### config.mk
export PLATFORM = sky130hd
export DESIGN_NAME = mrc_core
export DESIGN_NICKNAME = d
export VERILOG_FILES = /design/src/mrc_pkg.sv /design/src/mrc_core.sv
export SDC_FILE = /design/constraint.sdc
export NUM_CORES = 2
export LEC_CHECK = 0
export BUFFER_PORTS_ARGS = -buffer_cell sky130_fd_sc_hd__buf_4
export CAP_MARGIN = 25
export CORE_AREA = 2 2 319 321
export DETAILED_ROUTE_END_ITERATION = 7
export DIE_AREA = 0 0 321 323
export PLACE_DENSITY = 0.7
export SLEW_MARGIN = 30
export SYNTH_ARGS = -nofsm -noshare
export SYNTH_HDL_FRONTEND = slang
export SYNTH_SLANG_ARGS = --single-unit
### constraint.sdc
create_clock -name clk_sys_i -period 20.8 [get_ports clk_sys_i]
set_input_delay 3.12 -clock clk_sys_i [delete_from_list [all_inputs] [get_ports clk_sys_i]]
set_output_delay 3.12 -clock clk_sys_i [all_outputs]
set_load 0.02 [all_outputs]
### src/mrc_pkg.sv
/*
 * package for the monitor result conditioning block: register offsets,
 * field positions, reset values, thresholds, states and carrier structs.
 * assumes a byte-wide register port driven by the two-wire slave logic.
 */
package mrc_pkg;

	// ============================================================
	// register offsets
	localparam logic [7:0] OFS_RX_MEAS_HI = 8'h68;
	localparam logic [7:0] OFS_RX_MEAS_LO = 8'h69;
	localparam logic [7:0] OFS_STATUS = 8'h6e;
	localparam logic [7:0] OFS_RANGE_FLAGS = 8'h6f;
	localparam logic [7:0] OFS_BUS_ADDR = 8'h8c;
	localparam logic [7:0] OFS_SHIFT_PRI = 8'h8e;
	localparam logic [7:0] OFS_SHIFT_SEC = 8'h8f;
	localparam logic [7:0] OFS_XC_HI = 8'h90;
	localparam logic [7:0] OFS_XC_LO = 8'h91;
	localparam logic [7:0] OFS_FG_HI = 8'h98;
	localparam logic [7:0] OFS_FG_LO = 8'h99;
	localparam logic [7:0] OFS_CG_HI = 8'h9c;
	localparam logic [7:0] OFS_CG_LO = 8'h9d;
	localparam logic [7:0] OFS_XF_HI = 8'ha0;
	localparam logic [7:0] OFS_XF_LO = 8'ha1;
	localparam logic [7:0] OFS_FO_HI = 8'ha8;
	localparam logic [7:0] OFS_FO_LO = 8'ha9;
	localparam logic [7:0] OFS_CO_HI = 8'hac;
	localparam logic [7:0] OFS_CO_LO = 8'had;

	// ============================================================
	// field positions
	localparam int SHP_BIAS_LSB = 0;
	localparam int SHP_POWER_LSB = 4;
	localparam int SHS_COARSE_LSB = 0;
	localparam int SHS_FINE_LSB = 4;
	localparam int ST_NOT_READY_BIT = 0;
	localparam int ST_VLOW_BIT = 1;
	localparam int RF_UPDATE_BIT = 0;
	localparam int RF_COARSE_BIT = 1;
	localparam int RF_APD_BIT = 7;

	// ============================================================
	// reset values and limits
	localparam logic [7:0] DEFAULT_BUS_ADDR = 8'ha2;
	localparam logic [7:0] RST_BYTE = 8'h00;
	localparam logic [15:0] RST_WORD = 16'h0000;
	localparam logic [15:0] FINE_MAX_BASE = 16'hfff8;
	localparam logic [15:0] COARSE_MIN_BASE = 16'hf000;
	localparam logic [1:0] DRV_SHIFT_TWO = 2'h0;
	localparam logic [1:0] DRV_SHIFT_ONE = 2'h1;
	localparam int READY_TIME_US = 500;
	localparam int CLK_MHZ = 100;
	localparam int READY_CYCLES = READY_TIME_US * CLK_MHZ;

	// ============================================================
	// types
	typedef enum logic [3:0] {
		PWR_OFF = 4'b0001,
		PWR_RECALL = 4'b0010,
		PWR_RUN = 4'b0100,
		PWR_HOLD = 4'b1000
	} mrc_pwr_e;

	typedef enum logic [2:0] {
		CH_BIAS = 3'h0,
		CH_POWER = 3'h1,
		CH_COARSE = 3'h2,
		CH_FINE = 3'h3,
		CH_SUPPLY = 3'h4
	} mrc_chan_e;

	typedef struct packed {
		logic valid;
		mrc_chan_e chan;
		logic [15:0] data;
	} mrc_conv_s;

	typedef struct packed {
		logic valid;
		logic [3:0] index;
		logic [7:0] data;
	} mrc_nv_s;

endpackage : mrc_pkg

### src/mrc_core.sv
/*
 * monitor result conditioning: right-shift, monitor select, dual-range
 * receive power merge, power-on sequencing, ready flag, bus address.
 * assumes raw calibrated conversions, power-on levels already synchronised
 * as pins, and an nv recall stream of indexed bytes from the eeprom logic.
 */
`timescale 1ns/1ps

// Behaviour
// RQ1 - driver code 00 gives two shifts, 01 one, 10 and 11 none
// RQ2 - bias, power, coarse, fine each own a 3-bit nv shift count
// RQ3 - shift applied before alarm compare and before result registers
// RQ4 - shift applied during calibration setup too
// RQ5 - burst mode takes transmit power shift from the two driver codes
// RQ6 - before each shared monitor conversion, command matching driver signal
// RQ7 - bias and power paths have separate gain and offset
// RQ8 - coarse and fine receive conversions merge to a 16-bit result
// RQ9 - avalanche mode switches ranges without hysteresis, own calibration each
// RQ10 - fine crossover caps fine result before shifting
// RQ11 - coarse crossover floors coarse result before shifting
// RQ12 - pin mode switches ranges with hysteresis for best resolution
// RQ13 - pin thresholds halve per shift from FFF8h/F000h down
// RQ14 - below analog level: outputs off, defaults, shadow zero, analog off
// RQ15 - reaching analog level recalls shadowed settings, then enables analog
// RQ16 - dip between levels keeps settings, analog off, resumes at once
// RQ17 - below digital level returns defaults, fresh recall on next rise
// RQ18 - not ready flag set below analog level, clears within 500 us
// RQ19 - bus address is A2h until recall, then the configured one
// RQ20 - power-on raises unmaskable supply low alarm, cleared by good conversion
// RQ21 - transmit fault cannot latch until a good supply conversion
// RQ22 - burst mode ignores sampled power and uses computed value
// RQ23 - avalanche mode reports fine unless above crossover, else clamped coarse
module mrc_core #(
	parameter int READY_CNT = mrc_pkg::READY_CYCLES
) (
	input wire logic clk_sys_i,
	input wire logic rstn_i,
	input wire logic clk_en_i,
	input wire logic digital_power_on_level_i,
	input wire logic analog_power_on_level_i,
	input wire mrc_pkg::mrc_nv_s nv_i,
	input wire logic nv_done_i,
	input wire logic reg_wr_i,
	input wire logic [7:0] reg_addr_i,
	input wire logic [7:0] reg_wdata_i,
	output logic [7:0] reg_rdata_o,
	input wire logic conv_next_power_i,
	input wire mrc_pkg::mrc_conv_s conv_i,
	input wire logic [15:0] supply_low_limit_i,
	input wire logic burst_mode_i,
	input wire logic [15:0] burst_power_i,
	input wire logic [1:0] driver_shift_code_a_i,
	input wire logic [1:0] driver_shift_code_b_i,
	output logic monitor_select_power_o,
	output mrc_pkg::mrc_conv_s result_o,
	output logic nv_recall_o,
	output logic analog_enable_o,
	output logic outputs_enable_o,
	output logic fault_latch_allow_o,
	output logic supply_low_alarm_o,
	output logic not_ready_flag_o,
	output logic [7:0] bus_address_o
);

	// ============================================================
	// state
	typedef struct packed {
		mrc_pkg::mrc_pwr_e pwr;
		logic [31:0] rdy_cnt;
		logic not_ready;
		logic vlow;
		logic fault_ok;
		logic mon_power;
		logic [7:0] addr_cfg;
		logic [7:0] shift_pri;
		logic [7:0] shift_sec;
		logic [15:0] xc;
		logic [15:0] xf;
		logic [15:0] fg;
		logic [15:0] cg;
		logic [15:0] fo;
		logic [15:0] co;
		logic [15:0] fine_hold;
		logic fine_ok;
		logic use_coarse;
		logic avalanche_crossover_mode;
		logic update;
		logic [15:0] rx_meas;
		mrc_pkg::mrc_conv_s res;
	} mrc_state_s;

	mrc_state_s s_q;
	mrc_state_s s_d;

	logic [15:0] fine_max [8];
	logic [15:0] coarse_min [8];
	logic [15:0] mux_w;
	logic [2:0] sh_n;
	logic [2:0] drv_a;
	logic [2:0] drv_b;
	logic [15:0] shifted;
	logic [15:0] fine_v;
	logic [15:0] coarse_v;

	// ============================================================
	// pin mode thresholds, one entry per shift count
	genvar gi;
	generate
		for (gi = 0; gi < 8; gi++) begin : g_thr
			assign fine_max[gi] = mrc_pkg::FINE_MAX_BASE >> gi; // [RQ13]
			assign coarse_min[gi] = mrc_pkg::COARSE_MIN_BASE >> gi; // [RQ13]
		end
	endgenerate

	function automatic logic [2:0] drv_shift(input logic [1:0] code);
		unique case (code) // [RQ1]
			mrc_pkg::DRV_SHIFT_TWO: drv_shift = 3'h2;
			mrc_pkg::DRV_SHIFT_ONE: drv_shift = 3'h1;
			default: drv_shift = 3'h0;
		endcase
	endfunction : drv_shift

	function automatic logic [15:0] cal(input logic [15:0] raw,
			input logic [15:0] gain, input logic [15:0] ofs);
		logic [31:0] p;
		p = raw * gain;
		cal = p[30:15] + ofs;
	endfunction : cal

	assign drv_a = drv_shift(driver_shift_code_a_i);
	assign drv_b = drv_shift(driver_shift_code_b_i);

	// ============================================================
	// shift count selection, per channel from nv fields, burst power from the driver codes
	always_comb begin
		unique case (conv_i.chan) // [RQ2]
			mrc_pkg::CH_BIAS: sh_n = s_q.shift_pri[mrc_pkg::SHP_BIAS_LSB +: 3];
			mrc_pkg::CH_POWER: begin
				if (burst_mode_i) begin
					sh_n = 3'(drv_a + drv_b); // [RQ5]
				end else begin
					sh_n = s_q.shift_pri[mrc_pkg::SHP_POWER_LSB +: 3];
				end
			end
			mrc_pkg::CH_COARSE: sh_n = s_q.shift_sec[mrc_pkg::SHS_COARSE_LSB +: 3];
			mrc_pkg::CH_FINE: sh_n = s_q.shift_sec[mrc_pkg::SHS_FINE_LSB +: 3];
			default: sh_n = 3'h0;
		endcase
	end

	// fine crossover caps, coarse crossover floors, both before shifting
	assign fine_v = (conv_i.data > s_q.xf) ? s_q.xf : conv_i.data; // [RQ10]
	assign coarse_v = (conv_i.data < s_q.xc) ? s_q.xc : conv_i.data; // [RQ11]

	always_comb begin
		if (conv_i.chan == mrc_pkg::CH_POWER && burst_mode_i) begin
			mux_w = burst_power_i; // [RQ22]
		end else if (conv_i.chan == mrc_pkg::CH_FINE && s_q.avalanche_crossover_mode) begin
			mux_w = cal(fine_v, s_q.fg, s_q.fo); // [RQ9]
		end else if (conv_i.chan == mrc_pkg::CH_FINE) begin
			mux_w = cal(conv_i.data, s_q.fg, s_q.fo);
		end else if (conv_i.chan == mrc_pkg::CH_COARSE && s_q.avalanche_crossover_mode) begin
			mux_w = cal(coarse_v, s_q.cg, s_q.co); // [RQ9]
		end else if (conv_i.chan == mrc_pkg::CH_COARSE) begin
			mux_w = cal(conv_i.data, s_q.cg, s_q.co);
		end else begin
			// bias and power arrive with their own gain/offset already applied
			mux_w = conv_i.data; // [RQ7]
		end
	end

	// shift on every conversion, including calibration setup ones
	assign shifted = mux_w >> sh_n; // [RQ3] [RQ4]

	// ============================================================
	// next state
	always_comb begin
		s_d = s_q;
		s_d.res.valid = 1'b0;
		unique case (s_q.pwr)
			mrc_pkg::PWR_OFF: begin
				if (digital_power_on_level_i && analog_power_on_level_i) begin
					s_d.pwr = mrc_pkg::PWR_RECALL; // [RQ15]
				end
			end
			mrc_pkg::PWR_RECALL: begin
				if (!digital_power_on_level_i) begin
					s_d.pwr = mrc_pkg::PWR_OFF;
				end else if (nv_done_i) begin
					s_d.pwr = mrc_pkg::PWR_RUN; // [RQ15]
					s_d.rdy_cnt = 32'h0000_0000;
				end
			end
			mrc_pkg::PWR_RUN: begin
				if (!digital_power_on_level_i) begin
					s_d.pwr = mrc_pkg::PWR_OFF;
				end else if (!analog_power_on_level_i) begin
					s_d.pwr = mrc_pkg::PWR_HOLD; // [RQ16]
				end
			end
			mrc_pkg::PWR_HOLD: begin
				if (!digital_power_on_level_i) begin
					s_d.pwr = mrc_pkg::PWR_OFF; // [RQ17]
				end else if (analog_power_on_level_i) begin
					s_d.pwr = mrc_pkg::PWR_RUN; // [RQ16]
					s_d.rdy_cnt = 32'h0000_0000;
				end
			end
			default: s_d.pwr = mrc_pkg::PWR_OFF;
		endcase

		// ready timer, bounded by the parameter
		if (s_q.pwr == mrc_pkg::PWR_RUN && s_q.not_ready) begin
			if (s_q.rdy_cnt >= 32'(READY_CNT - 1)) begin
				s_d.not_ready = 1'b0; // [RQ18]
			end else begin
				s_d.rdy_cnt = s_q.rdy_cnt + 32'h0000_0001;
			end
		end
		if (!analog_power_on_level_i || s_q.pwr != mrc_pkg::PWR_RUN) begin
			s_d.not_ready = 1'b1; // [RQ18]
		end

		// alarm raised while analog is off, cleared only by a good conversion
		if (s_q.pwr != mrc_pkg::PWR_RUN || !analog_power_on_level_i) begin
			s_d.vlow = 1'b1; // [RQ20]
			s_d.fault_ok = 1'b0; // [RQ21]
		end else if (conv_i.valid && conv_i.chan == mrc_pkg::CH_SUPPLY
				&& conv_i.data > supply_low_limit_i) begin
			s_d.vlow = 1'b0; // [RQ20]
			s_d.fault_ok = 1'b1; // [RQ21]
		end

		// nv shadow recall; shadow copies hold zero until then
		if (s_q.pwr == mrc_pkg::PWR_RECALL && nv_i.valid) begin
			unique case (nv_i.index)
				4'h0: s_d.addr_cfg = nv_i.data; // [RQ19]
				4'h1: s_d.shift_pri = nv_i.data;
				4'h2: s_d.shift_sec = nv_i.data;
				4'h3: s_d.xc[15:8] = nv_i.data;
				4'h4: s_d.xc[7:0] = nv_i.data;
				4'h5: s_d.xf[15:8] = nv_i.data;
				4'h6: s_d.xf[7:0] = nv_i.data;
				4'h7: s_d.fg[15:8] = nv_i.data;
				4'h8: s_d.fg[7:0] = nv_i.data;
				4'h9: s_d.cg[15:8] = nv_i.data;
				4'ha: s_d.cg[7:0] = nv_i.data;
				4'hb: s_d.fo[15:8] = nv_i.data;
				4'hc: s_d.fo[7:0] = nv_i.data;
				4'hd: s_d.co[15:8] = nv_i.data;
				4'he: s_d.co[7:0] = nv_i.data;
				default: s_d.avalanche_crossover_mode = nv_i.data[mrc_pkg::RF_APD_BIT];
			endcase
		end

		// register writes from the host side
		if (reg_wr_i && s_q.pwr == mrc_pkg::PWR_RUN) begin
			unique case (reg_addr_i)
				mrc_pkg::OFS_BUS_ADDR: s_d.addr_cfg = reg_wdata_i;
				mrc_pkg::OFS_SHIFT_PRI: s_d.shift_pri = reg_wdata_i;
				mrc_pkg::OFS_SHIFT_SEC: s_d.shift_sec = reg_wdata_i;
				mrc_pkg::OFS_XC_HI: s_d.xc[15:8] = reg_wdata_i;
				mrc_pkg::OFS_XC_LO: s_d.xc[7:0] = reg_wdata_i;
				mrc_pkg::OFS_XF_HI: s_d.xf[15:8] = reg_wdata_i;
				mrc_pkg::OFS_XF_LO: s_d.xf[7:0] = reg_wdata_i;
				mrc_pkg::OFS_FG_HI: s_d.fg[15:8] = reg_wdata_i;
				mrc_pkg::OFS_FG_LO: s_d.fg[7:0] = reg_wdata_i;
				mrc_pkg::OFS_CG_HI: s_d.cg[15:8] = reg_wdata_i;
				mrc_pkg::OFS_CG_LO: s_d.cg[7:0] = reg_wdata_i;
				mrc_pkg::OFS_FO_HI: s_d.fo[15:8] = reg_wdata_i;
				mrc_pkg::OFS_FO_LO: s_d.fo[7:0] = reg_wdata_i;
				mrc_pkg::OFS_CO_HI: s_d.co[15:8] = reg_wdata_i;
				mrc_pkg::OFS_CO_LO: s_d.co[7:0] = reg_wdata_i;
				mrc_pkg::OFS_RANGE_FLAGS: begin
					s_d.avalanche_crossover_mode = reg_wdata_i[mrc_pkg::RF_APD_BIT];
					if (reg_wdata_i[mrc_pkg::RF_UPDATE_BIT]) begin
						s_d.update = 1'b0;
					end
				end
				default: ;
			endcase
		end

		// toggle the driver monitor select ahead of the next shared conversion
		if (conv_next_power_i != s_q.mon_power) begin
			s_d.mon_power = conv_next_power_i; // [RQ6]
		end

		// conditioned results and receive power merge
		if (conv_i.valid && s_q.pwr == mrc_pkg::PWR_RUN) begin
			s_d.res.valid = 1'b1;
			s_d.res.chan = conv_i.chan;
			s_d.res.data = shifted; // [RQ3]
			if (conv_i.chan == mrc_pkg::CH_FINE) begin
				s_d.fine_hold = shifted;
				// avalanche: within crossover; pin: below its own full scale
				s_d.fine_ok = s_q.avalanche_crossover_mode ? (conv_i.data <= s_q.xf)
					: (mux_w < fine_max[sh_n]); // [RQ12] [RQ13] [RQ23]
			end
			if (conv_i.chan == mrc_pkg::CH_COARSE) begin // [RQ8]
				if (s_q.avalanche_crossover_mode) begin
					s_d.use_coarse = !s_q.fine_ok; // [RQ9] [RQ23]
				end else if (s_q.use_coarse) begin
					// stay coarse until raw falls below the coarse minimum
					s_d.use_coarse = !(conv_i.data < coarse_min[sh_n]); // [RQ12]
				end else begin
					// unshifted fine judged at its own shift, no bits lost
					s_d.use_coarse = !s_q.fine_ok; // [RQ12]
				end
				s_d.rx_meas = s_d.use_coarse ? shifted : s_q.fine_hold; // [RQ8]
				s_d.update = 1'b1; // set wins over a same-cycle clear
			end
		end

		// off state (below digital level, or analog level not yet reached): volatile defaults held, shadow zeroed
		if (s_q.pwr == mrc_pkg::PWR_OFF) begin
			s_d.addr_cfg = mrc_pkg::RST_BYTE; // [RQ14] [RQ17]
			s_d.shift_pri = mrc_pkg::RST_BYTE;
			s_d.shift_sec = mrc_pkg::RST_BYTE;
			s_d.xc = mrc_pkg::RST_WORD;
			s_d.xf = mrc_pkg::RST_WORD;
			s_d.fg = mrc_pkg::RST_WORD;
			s_d.cg = mrc_pkg::RST_WORD;
			s_d.fo = mrc_pkg::RST_WORD;
			s_d.co = mrc_pkg::RST_WORD;
			s_d.rx_meas = mrc_pkg::RST_WORD;
			s_d.avalanche_crossover_mode = 1'b0;
			s_d.update = 1'b0;
			s_d.use_coarse = 1'b0;
		end
	end

	// ============================================================
	// state register; clock enable freezes everything
	always_ff @(posedge clk_sys_i or negedge rstn_i) begin
		if (!rstn_i) begin
			s_q <= '0;
			s_q.pwr <= mrc_pkg::PWR_OFF;
			s_q.not_ready <= 1'b1;
			s_q.vlow <= 1'b1;
		end else if (clk_en_i) begin
			s_q <= s_d;
		end
	end

	// ============================================================
	// register read port
	always_comb begin
		unique case (reg_addr_i)
			mrc_pkg::OFS_RX_MEAS_HI: reg_rdata_o = s_q.rx_meas[15:8];
			mrc_pkg::OFS_RX_MEAS_LO: reg_rdata_o = s_q.rx_meas[7:0];
			mrc_pkg::OFS_STATUS: reg_rdata_o = {6'h00, s_q.vlow, s_q.not_ready};
			mrc_pkg::OFS_RANGE_FLAGS:
				reg_rdata_o = {s_q.avalanche_crossover_mode, 5'h00, s_q.use_coarse, s_q.update};
			mrc_pkg::OFS_BUS_ADDR: reg_rdata_o = s_q.addr_cfg;
			mrc_pkg::OFS_SHIFT_PRI: reg_rdata_o = s_q.shift_pri;
			mrc_pkg::OFS_SHIFT_SEC: reg_rdata_o = s_q.shift_sec;
			mrc_pkg::OFS_XC_HI: reg_rdata_o = s_q.xc[15:8];
			mrc_pkg::OFS_XC_LO: reg_rdata_o = s_q.xc[7:0];
			mrc_pkg::OFS_XF_HI: reg_rdata_o = s_q.xf[15:8];
			mrc_pkg::OFS_XF_LO: reg_rdata_o = s_q.xf[7:0];
			mrc_pkg::OFS_FG_HI: reg_rdata_o = s_q.fg[15:8];
			mrc_pkg::OFS_FG_LO: reg_rdata_o = s_q.fg[7:0];
			mrc_pkg::OFS_CG_HI: reg_rdata_o = s_q.cg[15:8];
			mrc_pkg::OFS_CG_LO: reg_rdata_o = s_q.cg[7:0];
			mrc_pkg::OFS_FO_HI: reg_rdata_o = s_q.fo[15:8];
			mrc_pkg::OFS_FO_LO: reg_rdata_o = s_q.fo[7:0];
			mrc_pkg::OFS_CO_HI: reg_rdata_o = s_q.co[15:8];
			mrc_pkg::OFS_CO_LO: reg_rdata_o = s_q.co[7:0];
			default: reg_rdata_o = 8'h00;
		endcase
	end

	// ============================================================
	// outputs
	assign monitor_select_power_o = s_q.mon_power;
	assign result_o = s_q.res;
	assign nv_recall_o = (s_q.pwr == mrc_pkg::PWR_RECALL); // [RQ15]
	// analog only after recall done, and above the analog level except for one cycle when a recall ends below it
	assign analog_enable_o = (s_q.pwr == mrc_pkg::PWR_RUN); // [RQ14] [RQ16]
	assign outputs_enable_o = (s_q.pwr == mrc_pkg::PWR_RUN); // [RQ14]
	assign fault_latch_allow_o = s_q.fault_ok; // [RQ21]
	assign supply_low_alarm_o = s_q.vlow; // [RQ20]
	assign not_ready_flag_o = s_q.not_ready; // [RQ18]
	assign bus_address_o = (s_q.pwr == mrc_pkg::PWR_RUN
		|| s_q.pwr == mrc_pkg::PWR_HOLD)
		? s_q.addr_cfg : mrc_pkg::DEFAULT_BUS_ADDR; // [RQ19]

endmodule : mrc_core

==> impl_metrics.ini <==
[outcome]
run_status = finished, final reports clean

[detailed_routing]
vias = 42300
drtIter0Drc = 3876
firstDrtPassIters = 6
vias_per_cell = 5.977
drt_wl_total_mm = 162.1
detail_route.drc_violations = 0
routed_wire_length_per_instance_um = 22.90
antenna_left = 0

[place]
dp_hpwl_mm = 118.8
gpl.final_weighted_congestion = 1.016
dpl.cell_count = 7032
buffer_ports.inserted = 136

[floorplan]
die_h_um = 323
rows = 117
floorplan.initialDensity_pct = 49.53
chipWidth_um = 321
floorplan.core_area_sq_um = 100700
die_area_sq_um = 103700
floorplan.io_pins = 137

[global_route]
grt.total_usage_pct = 31.70
antenna_found_initial = 2
grt_pass1_vias = 43130
first_pass_grt_wire_length_mm = 253.1
globalRoute.totalOverflow = 0
pin_count_of_the_biggest_net_entering_global_routing = 113

[flow_run]
cap_viol_max_count = 0

[critical_path]
required_ps = 21240
crit_path_start_kind = primary input
cp_max_fanout = 26
max_stage_delay_on_crit_path_ps = 570
critical_path_arrival_ps = 16120
crit_path_top_delay_cell = sky130_fd_sc_hd__mux2_2
worst_path_dominant_cell_family = adder cells
cp_num_buf_inv = 8
timing_worst_setup_path_type = in2reg
critical_path.endpoint_type = flip-flop
critPathMostFrequentCell = sky130_fd_sc_hd__fa_1

[clock_tree]
clock_tree.buffer_depth = 3
cts.hold.buffers_added = 0
clock-root-buffer = sky130_fd_sc_hd__clkbuf_16
cts.clk_slew.worst_paths_ps = 70
cts-buffers-inserted = 24
cts.sinks = 216
cts_tree = done
cts-htree-levels = 1
ctsResizeCount = 0
post_cts_buffers = 0
clk-insertion-delay-late_ps = 580

[sta]
worst-slew-pin-transition_ps = 1228
skew_ps = 15.80
maxSlewViolCount = 0
grt_setup_unrepaired = false
final_period_minus_worst_setup_slack_ps = 15680
timing.final.setup_violations = 0
slew-limit-headroom_pct = 17.59
max_freq_ghz = 0.06377
final_hold_viol_count = 0
setup-tns-final_ps = 0
layout_worst_path_cycle_share_pct = 75.39

[synthesis]
share_of_the_synthesized_area_in_the_top_cell_type_pct = 31.02
synthDominantAreaCellType = sky130_fd_sc_hd__fa_1
synth_sequential_area_ratio_pct = 10.84
post_synth_main_area_contributors = sky130_fd_sc_hd__fa_1 31%, sky130_fd_sc_hd__ha_1 13%, sky130_fd_sc_hd__dfrtp_1 11%, sky130_fd_sc_hd__inv_1 7.5%, sky130_fd_sc_hd__nand2_1 6.5%
synthesized_flop_and_latch_total = 216
synth_edf_count = 0
mappedNetlistNets = 7257
syn-mean-instance-area_sq_um = 8.501
synth-async-reset-ratio_pct = 100.0
synth_ff_type = sky130_fd_sc_hd__dfrtp_1
synthMostInstantiatedCell = sky130_fd_sc_hd__inv_1
ys_warn_count = 0
synthTopCellsByCount = 991 x sky130_fd_sc_hd__inv_1, 860 x sky130_fd_sc_hd__nand2_1, 773 x sky130_fd_sc_hd__fa_1
post_synth_num_cell_types = 90
post_synth_instance_area_sq_um = 49880
netlist_instances = 5868

[layout]
drive_gt1_share_pct = 5.722
finish.cell_count_without_fillers = 7077
syn_to_final_growth_pct = 5.483
multi_input_comb_area_sq_um = 39360
sequential_standard_cell_area_sq_um = 5410
layout.filler_cells = 9430
layout.nets = 7138

[pwr]
peakVddDrop_v = 0.00007707
cellLeakagePower_nw = 26.54
pwr_density_cell_nw_per_um2 = 29.11

[hold_path]
min_path_type = reg2reg
## layout make-up
class	instances	share of cell area (%)
clock inverters	12	0.2972
multi-input cells	4294	74.80
flip-flops and latches	216	10.28
clock buffers	32	1.256
diodes	1	0.004756
repair buffers	220	3.167
inverters	993	7.084
well taps	1309	3.113
## metal layers
layer	track usage, %	wire [um]	vias to the layer above
met5	0	14	-
met4	17.07	11000	2
met3	5.547	15940	558
met2	49.23	70810	2167
met1	42.37	64320	21050
li1	-	-	18520
## registers in the layout, summed over array words and instances (netlist names)
name                    count
monitor_select_power_o      1
supply_low_alarm_o          1
not_ready_flag_o            1
s_q                       192
fault_latch_allow_o         1
result_o                   20
## worst min-delay path: cells and delay by family (launching register included)
| family | cells | cell delay, ps |
|---|---|---|
| and+or+nand+nor | 2 | 100 |
| DFF | 1 | 340 |
## cell usage in the layout, fill, tap and decap left out, types with 33 or more instances in the layout
cell type / n
sky130_fd_sc_hd__a21o_1: 58
sky130_fd_sc_hd__a21oi_1: 204
sky130_fd_sc_hd__a22o_1: 95
sky130_fd_sc_hd__and2_1: 422
sky130_fd_sc_hd__buf_4: 217
sky130_fd_sc_hd__dfrtp_1: 212
sky130_fd_sc_hd__fa_1: 773
sky130_fd_sc_hd__ha_1: 522
sky130_fd_sc_hd__inv_1: 991
sky130_fd_sc_hd__mux2_2: 33
sky130_fd_sc_hd__mux2i_1: 122
sky130_fd_sc_hd__nand2_1: 860
sky130_fd_sc_hd__nand3_1: 55
sky130_fd_sc_hd__nor2_1: 231
sky130_fd_sc_hd__nor3_1: 44
sky130_fd_sc_hd__o211ai_1: 47
sky130_fd_sc_hd__o21a_1: 43
sky130_fd_sc_hd__o21ai_0: 207
sky130_fd_sc_hd__o22ai_1: 41
sky130_fd_sc_hd__xnor2_1: 67
sky130_fd_sc_hd__xor2_1: 36
## kinds of logic (layout without fill, tap and decap cells)
kind of cell             count (synthesis)  after routing  synth area share, %
flip-flops                             216            216                10.84
multiplexers                           156            156                3.238
other                                    0              1                    0
adder cells (fa/ha/maj)               1295           1295                44.12
AO/OA/AOI/OAI                          936            936                12.46
XOR/XNOR                               106            106                1.946
AND/OR/NAND/NOR                       1801           1801                17.00
buffers and inverters                 1358           1257                10.40
## path summary, 6_finish.rpt
kind                            cells after the start                      to  slack, ps  startpoint
worst min register to register                      2                 s_q[46]        480     s_q[46]
worst max register to register                     46                 s_q[39]       7770    s_q[145]
min in group asynchronous                           1  monitor_select_power_o       2610      rstn_i
worst max-delay path                               51                 s_q[39]       5120   conv_i[0]
worst min-delay path                                2                 s_q[46]        480     s_q[46]
max in group asynchronous                           2                 s_q[92]      16800      rstn_i
## per-stage QoR
step	setup WS, ps	util [%]	power, mW	hold WS [ps]	area (sq um)
floorplan	6139	-	0.8393	445.4	49880
global placement	4786	51.38	1.049	461.0	51750
detailed placement	4604	51.42	1.059	464.7	51780
CTS	5205	52.23	1.518	480.0	52600
global route	4290	52.24	1.599	499.6	52610
finish	5118	52.24	1.531	479.8	52620
## where the power goes
| part | switching [mW] | total (mW) | internal (mW) |
|---|---|---|---|
| registers | 0.0303 | 0.473 | 0.443 |
| logic | 0.405 | 0.594 | 0.190 |
| clock network | 0.201 | 0.464 | 0.262 |
(Power assumes the default switching activity.)
